<file path="config.mk">
export PLATFORM = sky130hd
export DESIGN_NAME = dbi_framer
export DESIGN_NICKNAME = d
export VERILOG_FILES = /design/src/dbi_pkg.sv /design/src/dbi_framer.sv /design/src/dbi_tick.sv
export VERILOG_INCLUDE_DIRS = /design/src
export SDC_FILE = /design/constraint.sdc
export NUM_CORES = 1
export LEC_CHECK = 0
export ABC_AREA = 0
export BUFFER_PORTS_ARGS = -buffer_cell sky130_fd_sc_hd__buf_2
export CAP_MARGIN = 20
export CORE_ASPECT_RATIO = 0.7
export CORE_UTILIZATION = 45
export DETAILED_ROUTE_END_ITERATION = 10
export PLACE_DENSITY = 0.74
export SLEW_MARGIN = 15
export SYNTH_ARGS = -nofsm -noshare
export SYNTH_HDL_FRONTEND = slang
export SYNTH_SLANG_ARGS = --single-unit
</file>
<file path="constraint.sdc">
create_clock -name i_clk -period 3.1 [get_ports i_clk]
set_clock_uncertainty 0.15 [all_clocks]
set_input_delay 0.155 -clock i_clk [delete_from_list [all_inputs] [get_ports i_clk]]
set_output_delay 0.155 -clock i_clk [all_outputs]
set_load 0.01 [all_outputs]
</file>
<file path="src/dbi_regs.svh">
// constants for the display beacon and indicator message framer
// assumes a 125 MHz clock; included by bare name
`ifndef DBI_REGS_SVH
`define DBI_REGS_SVH
`define DBI_CLK_HZ          125000000
`define DBI_TICK_DIV        2083333
`define DBI_MAX_PERIOD      8'd60
`define DBI_RST_PERIOD      8'd60
`define DBI_MSG_BEACON      4'h1
`define DBI_MSG_PEER        4'h2
`define DBI_MSG_STATUS      4'h3
`define DBI_MOD_RSVD_LO     4'h5
`define DBI_DEV_RSVD_LO     4'h6
`define DBI_DISP_RSVD_LO    4'h8
`define DBI_DISP_GAP        4'h6
`define DBI_CONN_RSVD_LO    4'h4
`define DBI_COMM_RSVD_LO    4'h3
`define DBI_WORDS           4'h6
`endif

</file>
<file path="src/dbi_pkg.sv">
// types for the display beacon and indicator message framer
// assumes dbi_regs.svh for the numeric constants
`default_nettype none
package dbi_pkg;
  typedef enum logic [1:0]
  {
    DBI_IDLE = 2'b00,
    DBI_CONN = 2'b01,
    DBI_DATA = 2'b11
  } dbi_link_t;
  typedef enum logic [3:0]
  {
    DBI_MOD_PSK = 4'h1,
    DBI_MOD_FSK = 4'h2,
    DBI_MOD_HYB = 4'h3,
    DBI_MOD_S2D = 4'h4
  } dbi_mod_t;
  typedef enum logic [3:0]
  {
    DBI_CST_IDLE = 4'h1,
    DBI_CST_CONN = 4'h2,
    DBI_CST_DATA = 4'h3
  } dbi_conn_t;
endpackage
`default_nettype wire

</file>
<file path="src/dbi_framer.sv">
// display beacon / peer indicator / device status message framer with link state
// assumes synchronous inputs; host holds fields stable while a message is sent
`timescale 1ns/1ps
`default_nettype none
`include "dbi_regs.svh"
// Contract
// the beacon repeats with a period of at most one second.
// the beacon period is set in sixtieths of a second.
// a peer indicator message follows every beacon.
// modulation codes are 1 to 4 and 5 to 15 are reserved.
// device type codes are 1 to 5 and 6 to 15 are reserved.
// display codes are 1 to 5 and 7, with 8 to 15 reserved.
// connection status is 1 idle, 2 connected, 3 data exchange.
// communication status is 1 packet error rate, 2 bit error rate, rest reserved.
// the device status message carries the transferred or remaining file size.
// link adaptation is carried in the beacon and peer indicator messages.
// the link state machine has exactly idle, connection and data exchange.
// in point-to-multipoint use the device status message is also sent each period.
// the receiver ignores reserved indicator codes without changing state.
module dbi_framer
  import dbi_pkg::*;
#(
  parameter int unsigned TICK_DIV = `DBI_TICK_DIV
)
(
  input  wire logic        i_clk,
  input  wire logic        i_sys_rst,
  input  wire logic        i_ce,
  input  wire logic [7:0]  i_period,
  input  wire logic        i_p2mp,
  input  wire logic [3:0]  i_modulation,
  input  wire logic [3:0]  i_dev_type,
  input  wire logic [3:0]  i_disp_info,
  input  wire logic [3:0]  i_comm_status,
  input  wire logic [15:0] i_err_metric,
  input  wire logic [31:0] i_file_size,
  input  wire logic        i_connect,
  input  wire logic        i_start_data,
  input  wire logic        i_stop_data,
  input  wire logic        i_disconnect,
  input  wire logic        i_ready,
  output logic             o_valid,
  output logic [15:0]      o_data,
  output logic [3:0]       o_msg_type,
  output logic             o_last,
  output logic [1:0]       o_link_state,
  output logic             o_cfg_err
);
  typedef enum logic [1:0]
  {
    FR_WAIT   = 2'b00,
    FR_BEACON = 2'b01,
    FR_PEER   = 2'b11,
    FR_STATUS = 2'b10
  } dbi_fr_t;

  // reserved codes are replaced by zero so a peer never sees a reserved value
  function automatic logic [3:0] dbi_clean(input logic [3:0] v, input logic [3:0] lo, input logic gap);
    logic ok;
    ok = (v != 4'h0) && (v < lo) && !(gap && v == `DBI_DISP_GAP);
    return ok ? v : 4'h0;
  endfunction

  function automatic logic [7:0] dbi_clamp(input logic [7:0] p);
    logic [7:0] r;
    r = p;
    if (p == 8'h00)
      r = 8'h01;
    else if (p > `DBI_MAX_PERIOD)
      r = `DBI_MAX_PERIOD;
    return r;
  endfunction

  logic       tick;
  dbi_link_t  link;
  dbi_link_t  next_link;
  dbi_fr_t    fr;
  dbi_fr_t    next_fr;
  logic [7:0] ticks;
  logic [7:0] next_ticks;
  logic [3:0] word;
  logic [3:0] next_word;
  logic       pend;
  logic       next_pend;
  logic       next_valid;
  logic [15:0] next_data;
  logic [3:0] next_msg_type;
  logic       next_last;
  logic       next_cfg_err;
  logic [3:0] mod_c;
  logic [3:0] dev_c;
  logic [3:0] disp_c;
  logic [3:0] comm_c;
  logic [3:0] conn_c;
  logic [3:0] last_word;
  logic       fire;

  dbi_tick
  #(
    .DIV (TICK_DIV)
  )
  u_tick
  (
    .i_clk     (i_clk),
    .i_sys_rst (i_sys_rst),
    .i_ce      (i_ce),
    .o_tick    (tick)
  );

  always_comb
  begin
    mod_c  = dbi_clean(i_modulation, `DBI_MOD_RSVD_LO, 1'b0);
    dev_c  = dbi_clean(i_dev_type, `DBI_DEV_RSVD_LO, 1'b0);
    disp_c = dbi_clean(i_disp_info, `DBI_DISP_RSVD_LO, 1'b1);
    comm_c = dbi_clean(i_comm_status, `DBI_COMM_RSVD_LO, 1'b0);
    unique case (link)
      DBI_CONN: conn_c = DBI_CST_CONN;
      DBI_DATA: conn_c = DBI_CST_DATA;
      default:  conn_c = DBI_CST_IDLE;
    endcase
  end

  // link state: only three legal codes, a stray code falls back to idle
  always_comb
  begin
    next_link = link;
    unique case (link)
      DBI_IDLE: if (i_connect) next_link = DBI_CONN;
      DBI_CONN:
      begin
        if (i_disconnect)
          next_link = DBI_IDLE;
        else if (i_start_data)
          next_link = DBI_DATA;
      end
      DBI_DATA:
      begin
        if (i_disconnect)
          next_link = DBI_IDLE;
        else if (i_stop_data)
          next_link = DBI_CONN;
      end
      default: next_link = DBI_IDLE;
    endcase
  end

  // period counter; a period that ends mid-message is held until the framer is free
  always_comb
  begin
    fire       = 1'b0;
    next_ticks = ticks;
    next_pend  = pend;
    next_cfg_err = (i_period == 8'h00) || (i_period > `DBI_MAX_PERIOD);
    if (tick)
    begin
      if (ticks + 8'h01 >= dbi_clamp(i_period))
      begin
        next_ticks = 8'h00;
        next_pend  = 1'b1;
      end
      else
        next_ticks = ticks + 8'h01;
    end
    // a stalled last word must not swallow a pending period, or a beacon is lost
    if (fr == FR_WAIT && (pend || next_pend) && !(o_valid && !i_ready))
    begin
      fire      = 1'b1;
      next_pend = 1'b0;
    end
  end

  always_comb
  begin
    last_word = (fr == FR_STATUS) ? `DBI_WORDS - 4'h1 : 4'h1;
    unique case (fr)
      FR_BEACON:
        // the period in use is advertised, not the raw setting
        next_data = (word == 4'h0) ? {4'h0, 2'b00, o_link_state, mod_c, dev_c} : {8'h00, dbi_clamp(i_period)};
      FR_PEER:
        next_data = (word == 4'h0) ? {dev_c, disp_c, mod_c, conn_c} : {12'h000, comm_c};
      FR_STATUS:
        unique case (word)
          4'h0:    next_data = {dev_c, disp_c, conn_c, comm_c};
          4'h1:    next_data = i_err_metric;
          4'h2:    next_data = i_file_size[31:16];
          4'h3:    next_data = i_file_size[15:0];
          default: next_data = 16'h0000;
        endcase
      default: next_data = 16'h0000;
    endcase
  end

  // sequencer: beacon, then peer indicator, then device status when point-to-multipoint
  always_comb
  begin
    next_fr       = fr;
    next_word     = word;
    next_valid    = 1'b0;
    next_msg_type = o_msg_type;
    next_last     = 1'b0;
    if (o_valid && !i_ready)
    begin
      next_valid = 1'b1;
      next_last  = o_last;
    end
    else
    begin
      unique case (fr)
        FR_WAIT:
        begin
          if (fire)
          begin
            next_fr   = FR_BEACON;
            next_word = 4'h0;
          end
        end
        default:
        begin
          next_valid    = 1'b1;
          next_last     = (word == last_word);
          next_msg_type = (fr == FR_BEACON) ? `DBI_MSG_BEACON : (fr == FR_PEER) ? `DBI_MSG_PEER : `DBI_MSG_STATUS;
          next_word     = word + 4'h1;
          if (word == last_word)
          begin
            next_word = 4'h0;
            unique case (fr)
              FR_BEACON: next_fr = FR_PEER;
              FR_PEER:   next_fr = i_p2mp ? FR_STATUS : FR_WAIT;
              default:   next_fr = FR_WAIT;
            endcase
          end
        end
      endcase
    end
  end

  // output data holds while a word is stalled and loads on every other enabled cycle
  always_ff @(posedge i_clk)
  begin
    if (i_sys_rst)
    begin
      link         <= DBI_IDLE;
      fr           <= FR_WAIT;
      ticks        <= 8'h00;
      word         <= 4'h0;
      pend         <= 1'b1;
      o_valid      <= 1'b0;
      o_data       <= 16'h0000;
      o_msg_type   <= 4'h0;
      o_last       <= 1'b0;
      o_link_state <= 2'b00;
      o_cfg_err    <= 1'b0;
    end
    else if (i_ce)
    begin
      link         <= next_link;
      fr           <= next_fr;
      ticks        <= next_ticks;
      word         <= next_word;
      pend         <= next_pend;
      o_valid      <= next_valid;
      if (!(o_valid && !i_ready))
        o_data     <= next_data;
      o_msg_type   <= next_msg_type;
      o_last       <= next_last;
      o_link_state <= next_link;
      o_cfg_err    <= next_cfg_err;
    end
  end

  int unsigned gap_cnt;
  always_ff @(posedge i_clk)
  begin
    if (i_sys_rst)
      gap_cnt <= 0;
    else if (i_ce)
      gap_cnt <= (o_valid && o_msg_type == `DBI_MSG_BEACON) ? 0 : gap_cnt + 1;
  end

  period_bound_a: assert property (@(posedge i_clk) disable iff (i_sys_rst)
    gap_cnt <= 61 * TICK_DIV + 64) else $error("beacon gap exceeds one second");

  peer_follows_a: assert property (@(posedge i_clk) disable iff (i_sys_rst)
    (i_ce && o_valid && i_ready && o_last && o_msg_type == `DBI_MSG_BEACON) |=> (o_valid && o_msg_type == `DBI_MSG_PEER))
    else $error("peer message did not follow beacon");

  mod_code_a: assert property (@(posedge i_clk) disable iff (i_sys_rst)
    (o_valid && o_msg_type == `DBI_MSG_PEER && fr == FR_PEER && word == 4'h1) |-> o_data[7:4] < `DBI_MOD_RSVD_LO)
    else $error("reserved modulation code sent");

  dev_code_a: assert property (@(posedge i_clk) disable iff (i_sys_rst)
    dev_c < `DBI_DEV_RSVD_LO) else $error("reserved device type code");

  disp_code_a: assert property (@(posedge i_clk) disable iff (i_sys_rst)
    disp_c < `DBI_DISP_RSVD_LO && disp_c != `DBI_DISP_GAP) else $error("reserved display code");

  conn_map_a: assert property (@(posedge i_clk) disable iff (i_sys_rst)
    conn_c == ((link == DBI_IDLE) ? DBI_CST_IDLE : (link == DBI_CONN) ? DBI_CST_CONN : DBI_CST_DATA))
    else $error("connection code mismatch");

  comm_code_a: assert property (@(posedge i_clk) disable iff (i_sys_rst)
    comm_c < `DBI_COMM_RSVD_LO) else $error("reserved communication code");

  link_legal_a: assert property (@(posedge i_clk) disable iff (i_sys_rst)
    o_link_state != 2'b10) else $error("illegal link state");

  data_needs_conn_a: assert property (@(posedge i_clk) disable iff (i_sys_rst)
    (i_ce && $rose(o_link_state == DBI_DATA)) |-> $past(link) == DBI_CONN) else $error("data state not via connection");

  status_p2mp_a: assert property (@(posedge i_clk) disable iff (i_sys_rst)
    (o_valid && o_msg_type == `DBI_MSG_STATUS) |-> (fr == FR_STATUS || fr == FR_WAIT)) else $error("status outside p2mp sequence");
endmodule
`default_nettype wire

</file>
<file path="src/dbi_tick.sv">
// frame tick generator: one pulse every sixtieth of a second
// assumes a 125 MHz clock and synchronous active-high reset
`timescale 1ns/1ps
`default_nettype none
`include "dbi_regs.svh"
module dbi_tick
#(
  parameter int unsigned DIV = `DBI_TICK_DIV
)
(
  input  wire logic i_clk,
  input  wire logic i_sys_rst,
  input  wire logic i_ce,
  output logic      o_tick
);
  logic [21:0] cnt;
  logic [21:0] next_cnt;
  logic        next_tick;
  always_comb
  begin
    next_cnt  = cnt + 22'h000001;
    next_tick = 1'b0;
    if (cnt >= 22'(DIV - 1))
    begin
      next_cnt  = 22'h000000;
      next_tick = 1'b1;
    end
  end
  always_ff @(posedge i_clk)
  begin
    if (i_sys_rst)
    begin
      cnt    <= 22'h000000;
      o_tick <= 1'b0;
    end
    else if (i_ce)
    begin
      cnt    <= next_cnt;
      o_tick <= next_tick;
    end
  end
endmodule
`default_nettype wire

</file>
==> Word level (Yosys, flattened, before mapping) <==
Cells that the tools add are included.
{ "word_totals": {"ff_bits": 63, "latchBits": 0, "ramBits": 0, "rom_bits": 0, "input_bits": 81, "out_inout_bits": 25, "word_cells": 105, "memories": 0} }
{ "classes": {"add_sub_neg": 3, "multipliers": 0, "n_div": 0, "n_lt_le_gt_ge": 7, "eq_ne": 14, "shift": 0, "n_mux": 39, "n_bitwise": 2, "n_reduce_logical": 28} }
{ "ops": {"columns": ["cell", "n"], "rows": [
  ["$pmux W16 S4", 1],
  ["$pmux W16 S3", 1],
  ["$mux W8", 4],
  ["$mux W4", 7],
  ["$add A22 B1 Y22 const B", 1],
  ["$ge A22 B21 Y1 const B", 1],
  ["$mux W22", 1],
  ["$mux W2", 10],
  ["$mux W16", 1],
  ["$reduce_bool A4 Y1", 4],
  ["$mux W10", 1],
  ["$mux W1", 9],
  ["$add A8 B1 Y8 const B", 1],
  ["$eq A4 B2 Y1 const B", 2],
  ["$ge A8 B8 Y1", 1],
  ["$gt A8 B6 Y1 const B", 1],
  ["$logic_and A1 B1 Y1", 8],
  ["$logic_not A8 Y1", 1],
  ["$lt A4 B3 Y1 const B", 2],
  ["$pmux W2 S2", 2],
  ["$reduce_and A4 Y1", 2],
  ["$eq A2 B2 Y1 const B", 3],
  ["$ne A3 B3 Y1 const B", 2],
  ["$pmux W2 S3", 1],
  ["other kinds (17)", 26]
]} }

==> Logic depth before layout (Yosys ltp) <==
Gate-level depths: netlist (run 1).
{ "logic_depth": {"depth_word": 13, "ltp_mapped": 11, "depth_no_buf": 11} }

==> By module <==
Synthesis (run 1) repeated with hierarchy kept, for this count alone.
{ "hier_totals": {"hier_cells": 466, "hier_area_um2": 3812.4} }
{ "by_module_without_submodules": {"columns": ["module", "instances", "cells_each", "area_each_um2"], "rows": [
  ["dbi_framer", 1, 338, 2682.6],
  ["dbi_tick", 1, 128, 1129.8]
]} }

==> Worst setup path before layout (run 1) <==
No wires, ideal clock.
{ "synth_path": {"kind": "input port to flip-flop", "startpoint": "in i_period[4]", "endpoint": "reg ticks[4]", "setup_ns": 0.075, "arrival_ns": 2.199, "t_required_ns": 2.875, "path_slack_ns": 0.677, "cell_stages": 9, "n_path_buf": 0, "cell_sequence": "or4_1 > nor3b_1 > a31o_2 > ha_1 > nor2b_1 > o21ai_0 > a21o_1 > or3_1 > o22ai_1"} }
{ "synth_via": {"elab_chain_cells": 6} }
{ "synth_rtl": {"columns": ["item", "line_no", "text"], "rows": [
  ["start, declared", "dbi_framer.sv:29", "input wire logic [7:0] i_period,"],
  ["$gt A8 B6 Y1 (no line)", null, null],
  ["$mux W8", "dbi_framer.sv:69", "else if (p > `DBI_MAX_PERIOD)"],
  ["$mux W8 (*)", null, null],
  ["$mux W8 (*)", "dbi_framer.sv:154", "if (tick)"],
  ["$ge A8 B8 Y1 (*)", "dbi_framer.sv:156", "if (ticks + 8'h01 >= dbi_clamp(i_period))"],
  ["$mux W8 (*)", "dbi_framer.sv:156", null],
  ["end signal, assigned", "dbi_framer.sv:258", "ticks <= next_ticks;"],
  ["end, declared", "dbi_framer.sv:79", "logic [7:0] ticks;"]
]} }
Every way passes the cells marked *; elsewhere a longest branch is shown, timed or not. The select of a mux whose other input is x is not followed.
A chain may end at the register's enable or synchronous reset.

==> Worst setup path in the final report (run 1) <==
{ "layout_path": {"startpoint": "reg ticks[0]", "endpoint": "reg ticks[2]"} }
{ "layout_via": {"elab_chain_cells": 3} }
{ "layout_rtl": {"columns": ["item", "line_no"], "rows": [
  ["$add A8 B1 Y8 (*)", "dbi_framer.sv:156, dbi_framer.sv:162"],
  ["$ge A8 B8 Y1", "dbi_framer.sv:156"],
  ["$mux W8 (*)", "dbi_framer.sv:156"]
]} }
Every way passes the cells marked *; elsewhere a longest branch is shown, timed or not.

==> summary.txt, run 1 <==
Initial antenna violation count = 0
Grt ovf = 0
Area Growth Syn to Fin = 24.3%
Clock network power share = 45.5%
Pin count of the biggest net entering global routing = 41
Setup CP Type = reg2reg
Root Buffer = clkbuf_16
DRT Pass-1 Iters = 5
Final setup margin = 0.352 ns
Setup crit end kind = flop
Adder-cell share of the synthesized area = 3.76%
Arrival time worst endpoint = 2.85 ns
Worst slew pin tran = 0.769 ns
Syn_area_per_cell = 8.16 um2
Die X = 110 um
Share of layout cells above drive strength 1 = 27.2%
Cells after Synth = 448
Worst min path class = in2reg
Status = finished, final reports clean
Maximum VDD drop = 0.256 mV
Yosys Warn Count = 0
RSZ-0062 raised after global routing = false
Final TNS setup = 0 ns
Pre-CTS WS = 0.326 ns
Fmax = 364 MHz
Placed Cells = 635
Post_cts resized = 0
Global-route wire length before repair = 17100 um
Commonest non-fill, non-tap cell in the layout = buf_2
Final Cycle Share = 88.6%
Hold Path Stages = 3
LEAKAGE = 1.85 nW
Core area = 7870 um2
Vias in the first global route = 3706
Sequential share of the synthesized area = 33.4%
Netlist cell types = 65
Post-Layout Cell Count = 653
Input/output buffers = 103
Synth Cell Area = 3660 um2
Commonest non-fill, non-tap cells in the layout = buf_2, dfxtp_1, nor2_1
Row count = 27
Area fraction in compound gates after synthesis = 21.6%
CP required = 3.20 ns
GP Congestion = 0.938
Post-synth EDFFs = 0
Post-synthesis simple-gate area fraction = 24.6%
Fin. max-slew vios = 0
Post-synth top area cell = dfxtp_1
Die height = 77.4 um
Final Hold Viols = 0
Avg Vias per Cell = 5.85
Proportion of synthesized area in mux cells = 6.53%
Min Clock Period, post-route = 2.75 ns
Nets@finish = 640
Post-synth ARST share = 0%
CTS Sinks = 61
Multi-input gate area = 2270 um2
Clk slew on worst S/H paths = 0.05 ns
Sequential power share = 40.0%
Total Die Area = 8500 um2
Deepest clock path buffer count = 2
Startpoint Class = flop
Wirelength per Cell = 16.3 um
Pwr per Cell Area = 452 nW/um2
CTS buffer count = 9
Ports = 106
FF/Latch Area = 1220 um2
Power Internal = 1.54 mW
Ant diodes = 0
Slew margin rel. = 48.3%
Vias = 3823
Fill cells = 742
Area share of the largest cell type after synthesis = 33.4%
DRT Wirelength = 10600 um
Number of synthesized register bits = 61
Combinational power share = 14.5%
Synth Area in XOR/XNOR = 5.27%
Htree depth = 3
Gr usage total = 25.8%
TritonCTS clock tree = built
First DRT Iteration DRCs = 236
Top FF cell, synth = dfxtp_1
Clk_lat worst skew = 0.33 ns
Reg2Reg Depth = 10
Largest family of logic cells by synthesized area = simple AND/OR/NAND/NOR gates
Detail Route Antenna Nets = 0
Setup-failing EPs final = 0
Initial Util = 46.5%
Largest cells by area after synthesis = dfxtp_1, nor2_1, nand2_1, mux2_2, ha_1
Half-perimeter wire length after placement = 7950 um
Switching Fraction = 25.3%
NetSw = 0.521 mW
Max Cap Violations = 0
Residual DRC = 0
Worst Path Max Fanout = 7
[critical path: stages, from the launching register on]
cell       delay [ns]
dfxtp_1          0.45
ha_1             0.27
nand3_1          0.15
nor2_1           0.15
xor2_1           0.22
ha_1             0.27
nand2_1          0.08
o21ai_0          0.11
a21o_1           0.26
or3_1            0.40
o2bb2ai_1        0.18
[cell type report]
type | instances | share of cell area [%]
clock inverter | 1 | 0.110
multi-input combinational | 352 | 50.0
timing repair buffer | 115 | 13.5
inverter | 9 | 0.743
sequential | 61 | 26.9
clock buffer | 14 | 6.03
tap | 101 | 2.78
[registers in the layout, indices dropped and copies added, names as in the netlist]
register and count:
o_msg_type 2, link 2, u_tick.o_tick 1, o_last 1, fr 2, word 4
o_data 16, o_cfg_err 1, o_valid 1, u_tick.cnt 22, pend 1, ticks 8
[cell usage after synthesis, types with 3 or more instances]
| master | n |
|---|---|
| dfxtp_1 | 61 |
| nor2_1 | 60 |
| nand2_1 | 46 |
| a21oi_1 | 22 |
| o21ai_0 | 16 |
| clkbuf_1 | 15 |
| xor2_1 | 15 |
| nand3_1 | 14 |
| a22oi_1 | 13 |
| mux2_2 | 13 |
| nand4_1 | 12 |
| a211oi_1 | 11 |
| ha_1 | 11 |
| inv_1 | 9 |
| nor3_1 | 8 |
| buf_2 | 7 |
| nor4_1 | 7 |
| xnor2_1 | 7 |
| nand2b_1 | 6 |
| nor2b_1 | 5 |
| a22o_1 | 4 |
| a311oi_1 | 4 |
| a31oi_1 | 4 |
| o22ai_1 | 4 |
| o31ai_1 | 4 |
| or3_1 | 4 |
| a2bb2oi_1 | 3 |
| and2_1 | 3 |
| mux4_2 | 3 |
| nand4b_1 | 3 |
| o2bb2ai_1 | 3 |
| or4_1 | 3 |
[per-layer routing]
metal,wire length [um],global-route usage [%],vias to the layer above
li1,-,-,1847
met1,4740,31.7,1816
met2,4980,43.8,147
met3,755,6.64,13
met4,156,8.00,0
met5,0,0,-
[final timing paths]
check | slack [ns] | end | startpoint
worst min-delay path | 0.03 | link[0]$_SDFFE_PP0P_ | i_connect
worst max-delay path | 0.35 | ticks[2]$_SDFFE_PP0P_ | ticks[0]$_SDFFE_PP0P_
worst max register to register | 0.35 | ticks[2]$_SDFFE_PP0P_ | ticks[0]$_SDFFE_PP0P_
worst min register to register | 0.30 | o_data[10]$_SDFFE_PP0P_ | o_data[10]$_SDFFE_PP0P_
[power by group through the flow]
stage | Combinational [mW] | Sequential [mW] | Clock, mW
2_1_floorplan | 0.176 | 0.838 | 0
3_3_place_gp | 0.284 | 0.838 | 0
3_5_place_dp | 0.293 | 0.839 | 0
4_1_cts | 0.297 | 0.823 | 0.947
5_1_grt | 0.329 | 0.825 | 0.977
6_report | 0.298 | 0.823 | 0.935
[cell families (layout without fill, tap and decap cells)]
kind of cell | after synthesis | after routing
flops | 61 | 61
buf+inv | 37 | 139
mux | 18 | 18
simple gates | 184 | 184
other cells | 2 | 4
fa+ha+maj | 11 | 11
compound gates | 113 | 113
xor+xnor | 22 | 22
[repair_timing]
item / in CTS / in global routing
hold buffers: 3 / 0
endpoints found under the hold margin: 2 / 0
buffers inserted: 0 / 0
[through the flow]
step	util, %	area [um2]	hold slack [ns]	power, mW
after floorplan	-	3660	0.124	1.01
after global placement	53.8	4240	0.224	1.12
after detailed placement	53.8	4240	0.240	1.13
after CTS	57.8	4550	0.0221	2.07
after global routing	57.8	4550	0.0434	2.13
final	57.8	4550	0.0304	2.06
Power figures use the tool's default switching activity.
==> inputs of run 2 (changes only) <==
--- a/config.mk
+++ b/config.mk
@@ -12,5 +12,6 @@
 export CORE_ASPECT_RATIO = 0.7
+export CORE_MARGIN = 2
 export CORE_UTILIZATION = 45
 export DETAILED_ROUTE_END_ITERATION = 10
-export PLACE_DENSITY = 0.74
+export PLACE_DENSITY_LB_ADDON = 0.1
 export SLEW_MARGIN = 15
--- a/constraint.sdc
+++ b/constraint.sdc
@@ -4,2 +4,2 @@
 set_output_delay 0.155 -clock i_clk [all_outputs]
-set_load 0.01 [all_outputs]
+set_load 0.05 [all_outputs]
==> run 2 against run 1 <==
  * First-iteration DRC count unchanged
  * Non-clock buffer count increased by 1
  * Clock power increased by 16%
  * Sequential share of layout area decreased by 0.29 points
  * Sequential power increased by 0.6%
  * Register-to-register slack improved by 0.05 ns
  * Critical path depth unchanged
  * Flip-flop and latch count unchanged
  * Worst setup slack improved by 0.046 ns
  * Highest routed layer unchanged
  * Final cell count increased by 0.31%
  * Via count decreased by 1.8%
==> summary.txt, run 2 (synthesis results as in run 1) <==
Commonest non-fill, non-tap cell in the layout = buf_2
Area Growth Syn to Fin = 25.7%
Post-Layout Cell Count = 655
Final setup margin = 0.398 ns
Combinational power share = 14.7%
Biggest register = u_tick.cnt
RSZ-0062 raised after global routing = false
Pwr per Cell Area = 486 nW/um2
Area after DPL = 4240 um2
Gr usage total = 23.7%
DRT Pass-1 Iters = 5
Reg-to-reg critical path startpoint = ticks[0]$_SDFFE_PP0P_
Root Buffer = clkbuf_16
Switching Fraction = 26.6%
Worst hold margin = 0.0190 ns
Max Used Layer = met4
Die height = 79.4 um
Routed wl met3 = 848 um
Hold_sp = i_modulation[1]
Metal1 wirelength = 5010 um
Grt ovf = 0
CTS Sinks = 61
Worst min path class = in2reg
CTS buffer count = 9
Htree depth = 3
Startpoint Class = flop
Nets@finish = 641
Fmax = 370 MHz
Core area = 7870 um2
Worst slew pin tran = 1.03 ns
Top Registers = u_tick.cnt: 22 flops, o_data: 16 flops, ticks: 8 flops
Setup crit end kind = flop
Total Die Area = 8880 um2
Share of layout cells above drive strength 1 = 27.3%
NetSw = 0.594 mW
Fin. max-slew vios = 0
Pin count of the biggest net entering global routing = 41
Row count = 27
Worst Path Max Fanout = 6
Vias in the first global route = 3490
Worst setup endpoint = word[2]$_SDFFE_PP0P_
Setup CP Type = reg2reg
Wirelength per Cell = 16.1 um
Slew margin rel. = 31.0%
Commonest non-fill, non-tap cells in the layout = buf_2, dfxtp_1, nor2_1
Initial Util = 46.5%
First DRT Iteration DRCs = 236
Input/output buffers = 103
Final Cycle Share = 87.2%
DRT Wirelength = 10500 um
Clk slew on worst S/H paths = 0.06 ns
Half-perimeter wire length after placement = 7820 um
CP Launch Point = ticks[0]$_SDFFE_PP0P_
Ports = 106
Clock network power share = 48.2%
Max reg flops = 22
Detail Route Antenna Nets = 0
Die X = 112 um
Sequential power share = 37.0%
Met2 Wirelength = 4570 um
Residual DRC = 0
Avg Vias per Cell = 5.73
Pre-CTS WS = 0.367 ns
Vias = 3753
Max Cap Violations = 0
CP required = 3.18 ns
Min Clock Period, post-route = 2.70 ns
Deepest clock path buffer count = 2
TritonCTS clock tree = built
Status = finished, final reports clean
Final TNS setup = 0 ns
Initial antenna violation count = 0
Reg2Reg Depth = 10
Placed Cells = 635
Global-route wire length before repair = 16800 um
Final Hold Viols = 0
Worst r2r dst = word[2]$_SDFFE_PP0P_
Power Internal = 1.64 mW
Clk_lat worst skew = 0.33 ns
GP Congestion = 0.854
Ant diodes = 0
Arrival time worst endpoint = 2.78 ns
Setup-failing EPs final = 0
LEAKAGE = 1.87 nW
FF-to-FF setup slack = 0.40 ns
Maximum VDD drop = 0.281 mV
Final instance area = 4600 um2
Design Power = 2.24 mW
Final core utilization = 58.4%
==> run 2: per-layer routing <==
| layer | global-route usage (%) | up-vias |
|---|---|---|
| li1 | - | 1854 |
| met1 | 32.0 | 1742 |
| met2 | 36.5 | 148 |
| met3 | 6.07 | 9 |
| met4 | 9.38 | 0 |
| met5 | 0 | - |
==> run 2: power by group through the flow <==
stage | clock network, mW | logic (mW) | registers [mW]
after global routing | 1.12 | 0.358 | 0.831
after detailed placement | 0 | 0.323 | 0.844
after CTS | 1.09 | 0.328 | 0.827
after floorplan | 0 | 0.180 | 0.871
after global placement | 0 | 0.319 | 0.844
final | 1.08 | 0.330 | 0.828
==> run 2: repair_timing <==
item	CTS	global route
endpoints found under the setup margin	0	0
buffers inserted	0	0
hold buffers	4	0
gates resized for setup	0	0
endpoints found under the hold margin	2	0
==> run 2: worst min-delay path by stage <==
stage,end,depth (start not counted)
2_1_floorplan,link[0]$_SDFFE_PP0P_,1
4_1_cts,o_data[5]$_SDFFE_PP0P_,3
3_5_place_dp,link[0]$_SDFFE_PP0P_,2
3_3_place_gp,link[0]$_SDFFE_PP0P_,2
5_1_grt,o_data[5]$_SDFFE_PP0P_,3
6_report,o_data[5]$_SDFFE_PP0P_,3
==> run 2: final cells by class <==
class,count,area [um2]
Clock buffer,11,233
Clock inverter,5,85.1
Fill cell,743,3280
Inverter,9,33.8
Multi-Input combinational cell,352,2270
Sequential cell,61,1220
Tap cell,101,126
Timing Repair Buffer,116,623
==> run 2: worst max-delay path, cell delays in order (launching register included) <==
cell and delay [ns]:
dfxtp_1 0.41, ha_1 0.27, nand3_1 0.14, nor2_1 0.15
xor2_1 0.21, ha_1 0.27, nand2_1 0.08, o21ai_0 0.12
a21oi_1 0.30, a21oi_1 0.22, a311oi_1 0.29
==> inputs of run 3 (changes only) <==
- CORE_UTILIZATION: 45 -> 52
==> run 3 against run 2 <==
  * Highest routed layer unchanged
  * Sequential share of layout area is 0.51 points higher
  * Largest power group unchanged
  * Worst setup slack lost 0.067 ns
  * Fmax decreased by 2.4%
  * Non-clock buffer count shrank 1
  * Flip-flop and latch count did not move
  * Register-to-register slack lost 0.07 ns
  * Via count rose by 0.75%
  * Final cell count shrank 1.2%
  * First-iteration DRC count increased by 37%
  * Hold slack got worse by 0.0050 ns
  * Die area fell by 13%
  * Power down 9.0%
==> summary.txt, run 3 (synthesis results as in run 1) <==
Pin count of the biggest net entering global routing = 41
Grt ovf = 0
Input/output buffers = 103
Setup-failing EPs final = 0
Worst hold margin = 0.0140 ns
First DRT Iteration DRCs = 323
Multi-input gate area = 2270 um2
Wirelength per Cell = 15.5 um
GP Congestion = 0.933
Maximum VDD drop = 0.385 mV
Clk_lat worst skew = 0.34 ns
Detail Route Antenna Nets = 0
Max Cap Violations = 0
Status = finished, final reports clean
Setup CP Type = reg2reg
Biggest register = u_tick.cnt
Critical-path cell list = ha_1 > nand3_1 > nor2_1 > xor2_1 > ha_1 > nand2_1 > o21ai_0 > a21oi_1 > a21oi_1 > a311oi_1
LEAKAGE = 1.83 nW
CTS buffer count = 9
RSZ-0062 raised after global routing = false
Crit path buf inv count = 0
Final Cycle Share = 89.3%
Post-CTS Setup Bufs = 0
TritonCTS clock tree = built
Setup crit end kind = flop
Initial Util = 53.9%
Gr usage total = 26.4%
FF/Latch Area = 1220 um2
Commonest non-fill, non-tap cells in the layout = buf_2, dfxtp_1, nor2_1
Htree depth = 3
Min Clock Period, post-route = 2.77 ns
Residual DRC = 0
Final Hold Viols = 0
Final TNS setup = 0 ns
Global-route wire length before repair = 16400 um
Initial antenna violation count = 0
Placed Cells = 626
Ports = 106
Worst slew pin tran = 0.879 ns
CTS Sinks = 61
Avg Vias per Cell = 5.84
Share of layout cells above drive strength 1 = 27.3%
Slew margin rel. = 41.3%
Area Growth Syn to Fin = 23.3%
Fin. max-slew vios = 0
Post-Layout Cell Count = 647
Design Power = 2.04 mW
Top Registers = u_tick.cnt: 22 flops, o_data: 16 flops, ticks: 8 flops
Total Die Area = 7730 um2
Deepest clock path buffer count = 2
Fmax = 361 MHz
Worst min path class = in2reg
Clk slew on worst S/H paths = 0.07 ns
Slowest stage delay, CP = 0.43 ns
Arrival time worst endpoint = 2.86 ns
Startpoint Class = flop
Vias = 3781
Die height = 74.2 um
DRT Wirelength = 10000 um
Ant diodes = 0
Delay-heaviest family, CP = compound AO/OA/AOI/OAI gates
Worst path slowest cell = dfxtp_1
CP required = 3.19 ns
Die X = 104 um
Root Buffer = clkbuf_8
Pwr per Cell Area = 451 nW/um2
Max reg flops = 22
Final core utilization = 66.4%
Vias in the first global route = 3445
Fill cells = 599
DRT Pass-1 Iters = 5
Worst Path Max Fanout = 6
Core area = 6790 um2
Nets@finish = 640
Row count = 25
Half-perimeter wire length after placement = 7490 um
Commonest non-fill, non-tap cell in the layout = buf_2
## run 3: changes by cell type in the layout (fill, tap and decap cells not counted), sizes merged
cell	change
buf	-2
clkbuf	-2
inv	+2
bufinv	+1
clkinvlp	-1
dlygate4sd3	+1
## run 3: what timing repair did
| action | in CTS | in global routing |
|---|---|---|
| setup endpoints to repair | 0 | 0 |
| endpoints found under the hold margin | 3 | 0 |
| hold buffers | 5 | 0 |
| resized for setup | 0 | 0 |
## run 3: final timing paths
path,start,to,slack [ns],cells after the start
setup / recovery,ticks[0]$_SDFFE_PP0P_,word[2]$_SDFFE_PP0P_,0.33,10
hold / removal,i_ready,o_valid$_SDFFE_PP0P_,0.01,4
setup reg to reg,ticks[0]$_SDFFE_PP0P_,word[2]$_SDFFE_PP0P_,0.33,10
hold reg to reg,o_data[14]$_SDFFE_PP0P_,o_data[14]$_SDFFE_PP0P_,0.30,2
## run 3: power breakdown
group | internal, mW | switching (mW) | total (mW)
Clock | 0.540 | 0.345 | 0.885
Sequential | 0.803 | 0.0248 | 0.828
Combinational | 0.128 | 0.195 | 0.323
## run 3: worst reg2reg max path, cell delays in order, from the launching register on
cell and delay [ns]:
dfxtp_1 0.43, ha_1 0.27, nand3_1 0.14, nor2_1 0.15
xor2_1 0.20, ha_1 0.27, nand2_1 0.09, o21ai_0 0.11
a21oi_1 0.33, a21oi_1 0.23, a311oi_1 0.30
## run 3: metal layers
metal / global-route usage [%] / wire, um
met1: 34.6 / 4700
met2: 42.5 / 4400
met3: 7.10 / 759
met4: 10.5 / 193
met5: 0 / 0
## run 3: area by class of cell
| type | count | share of cell area, % |
|---|---|---|
| Clock buffer | 9 | 2.75 |
| Clock inverter | 7 | 2.69 |
| Inverter | 9 | 0.749 |
| Multi-Input combinational cell | 352 | 50.4 |
| Sequential cell | 61 | 27.1 |
| Tap cell | 94 | 2.61 |
| Timing Repair Buffer | 115 | 13.7 |
## run 3: stage by stage
stage          area, um2  setup slack (ns)
6_report            4510             0.331
5_1_grt             4510             0.142
4_1_cts             4510             0.344
3_5_place_dp        4210             0.338
3_3_place_gp        4210             0.426
2_1_floorplan       3660             0.677
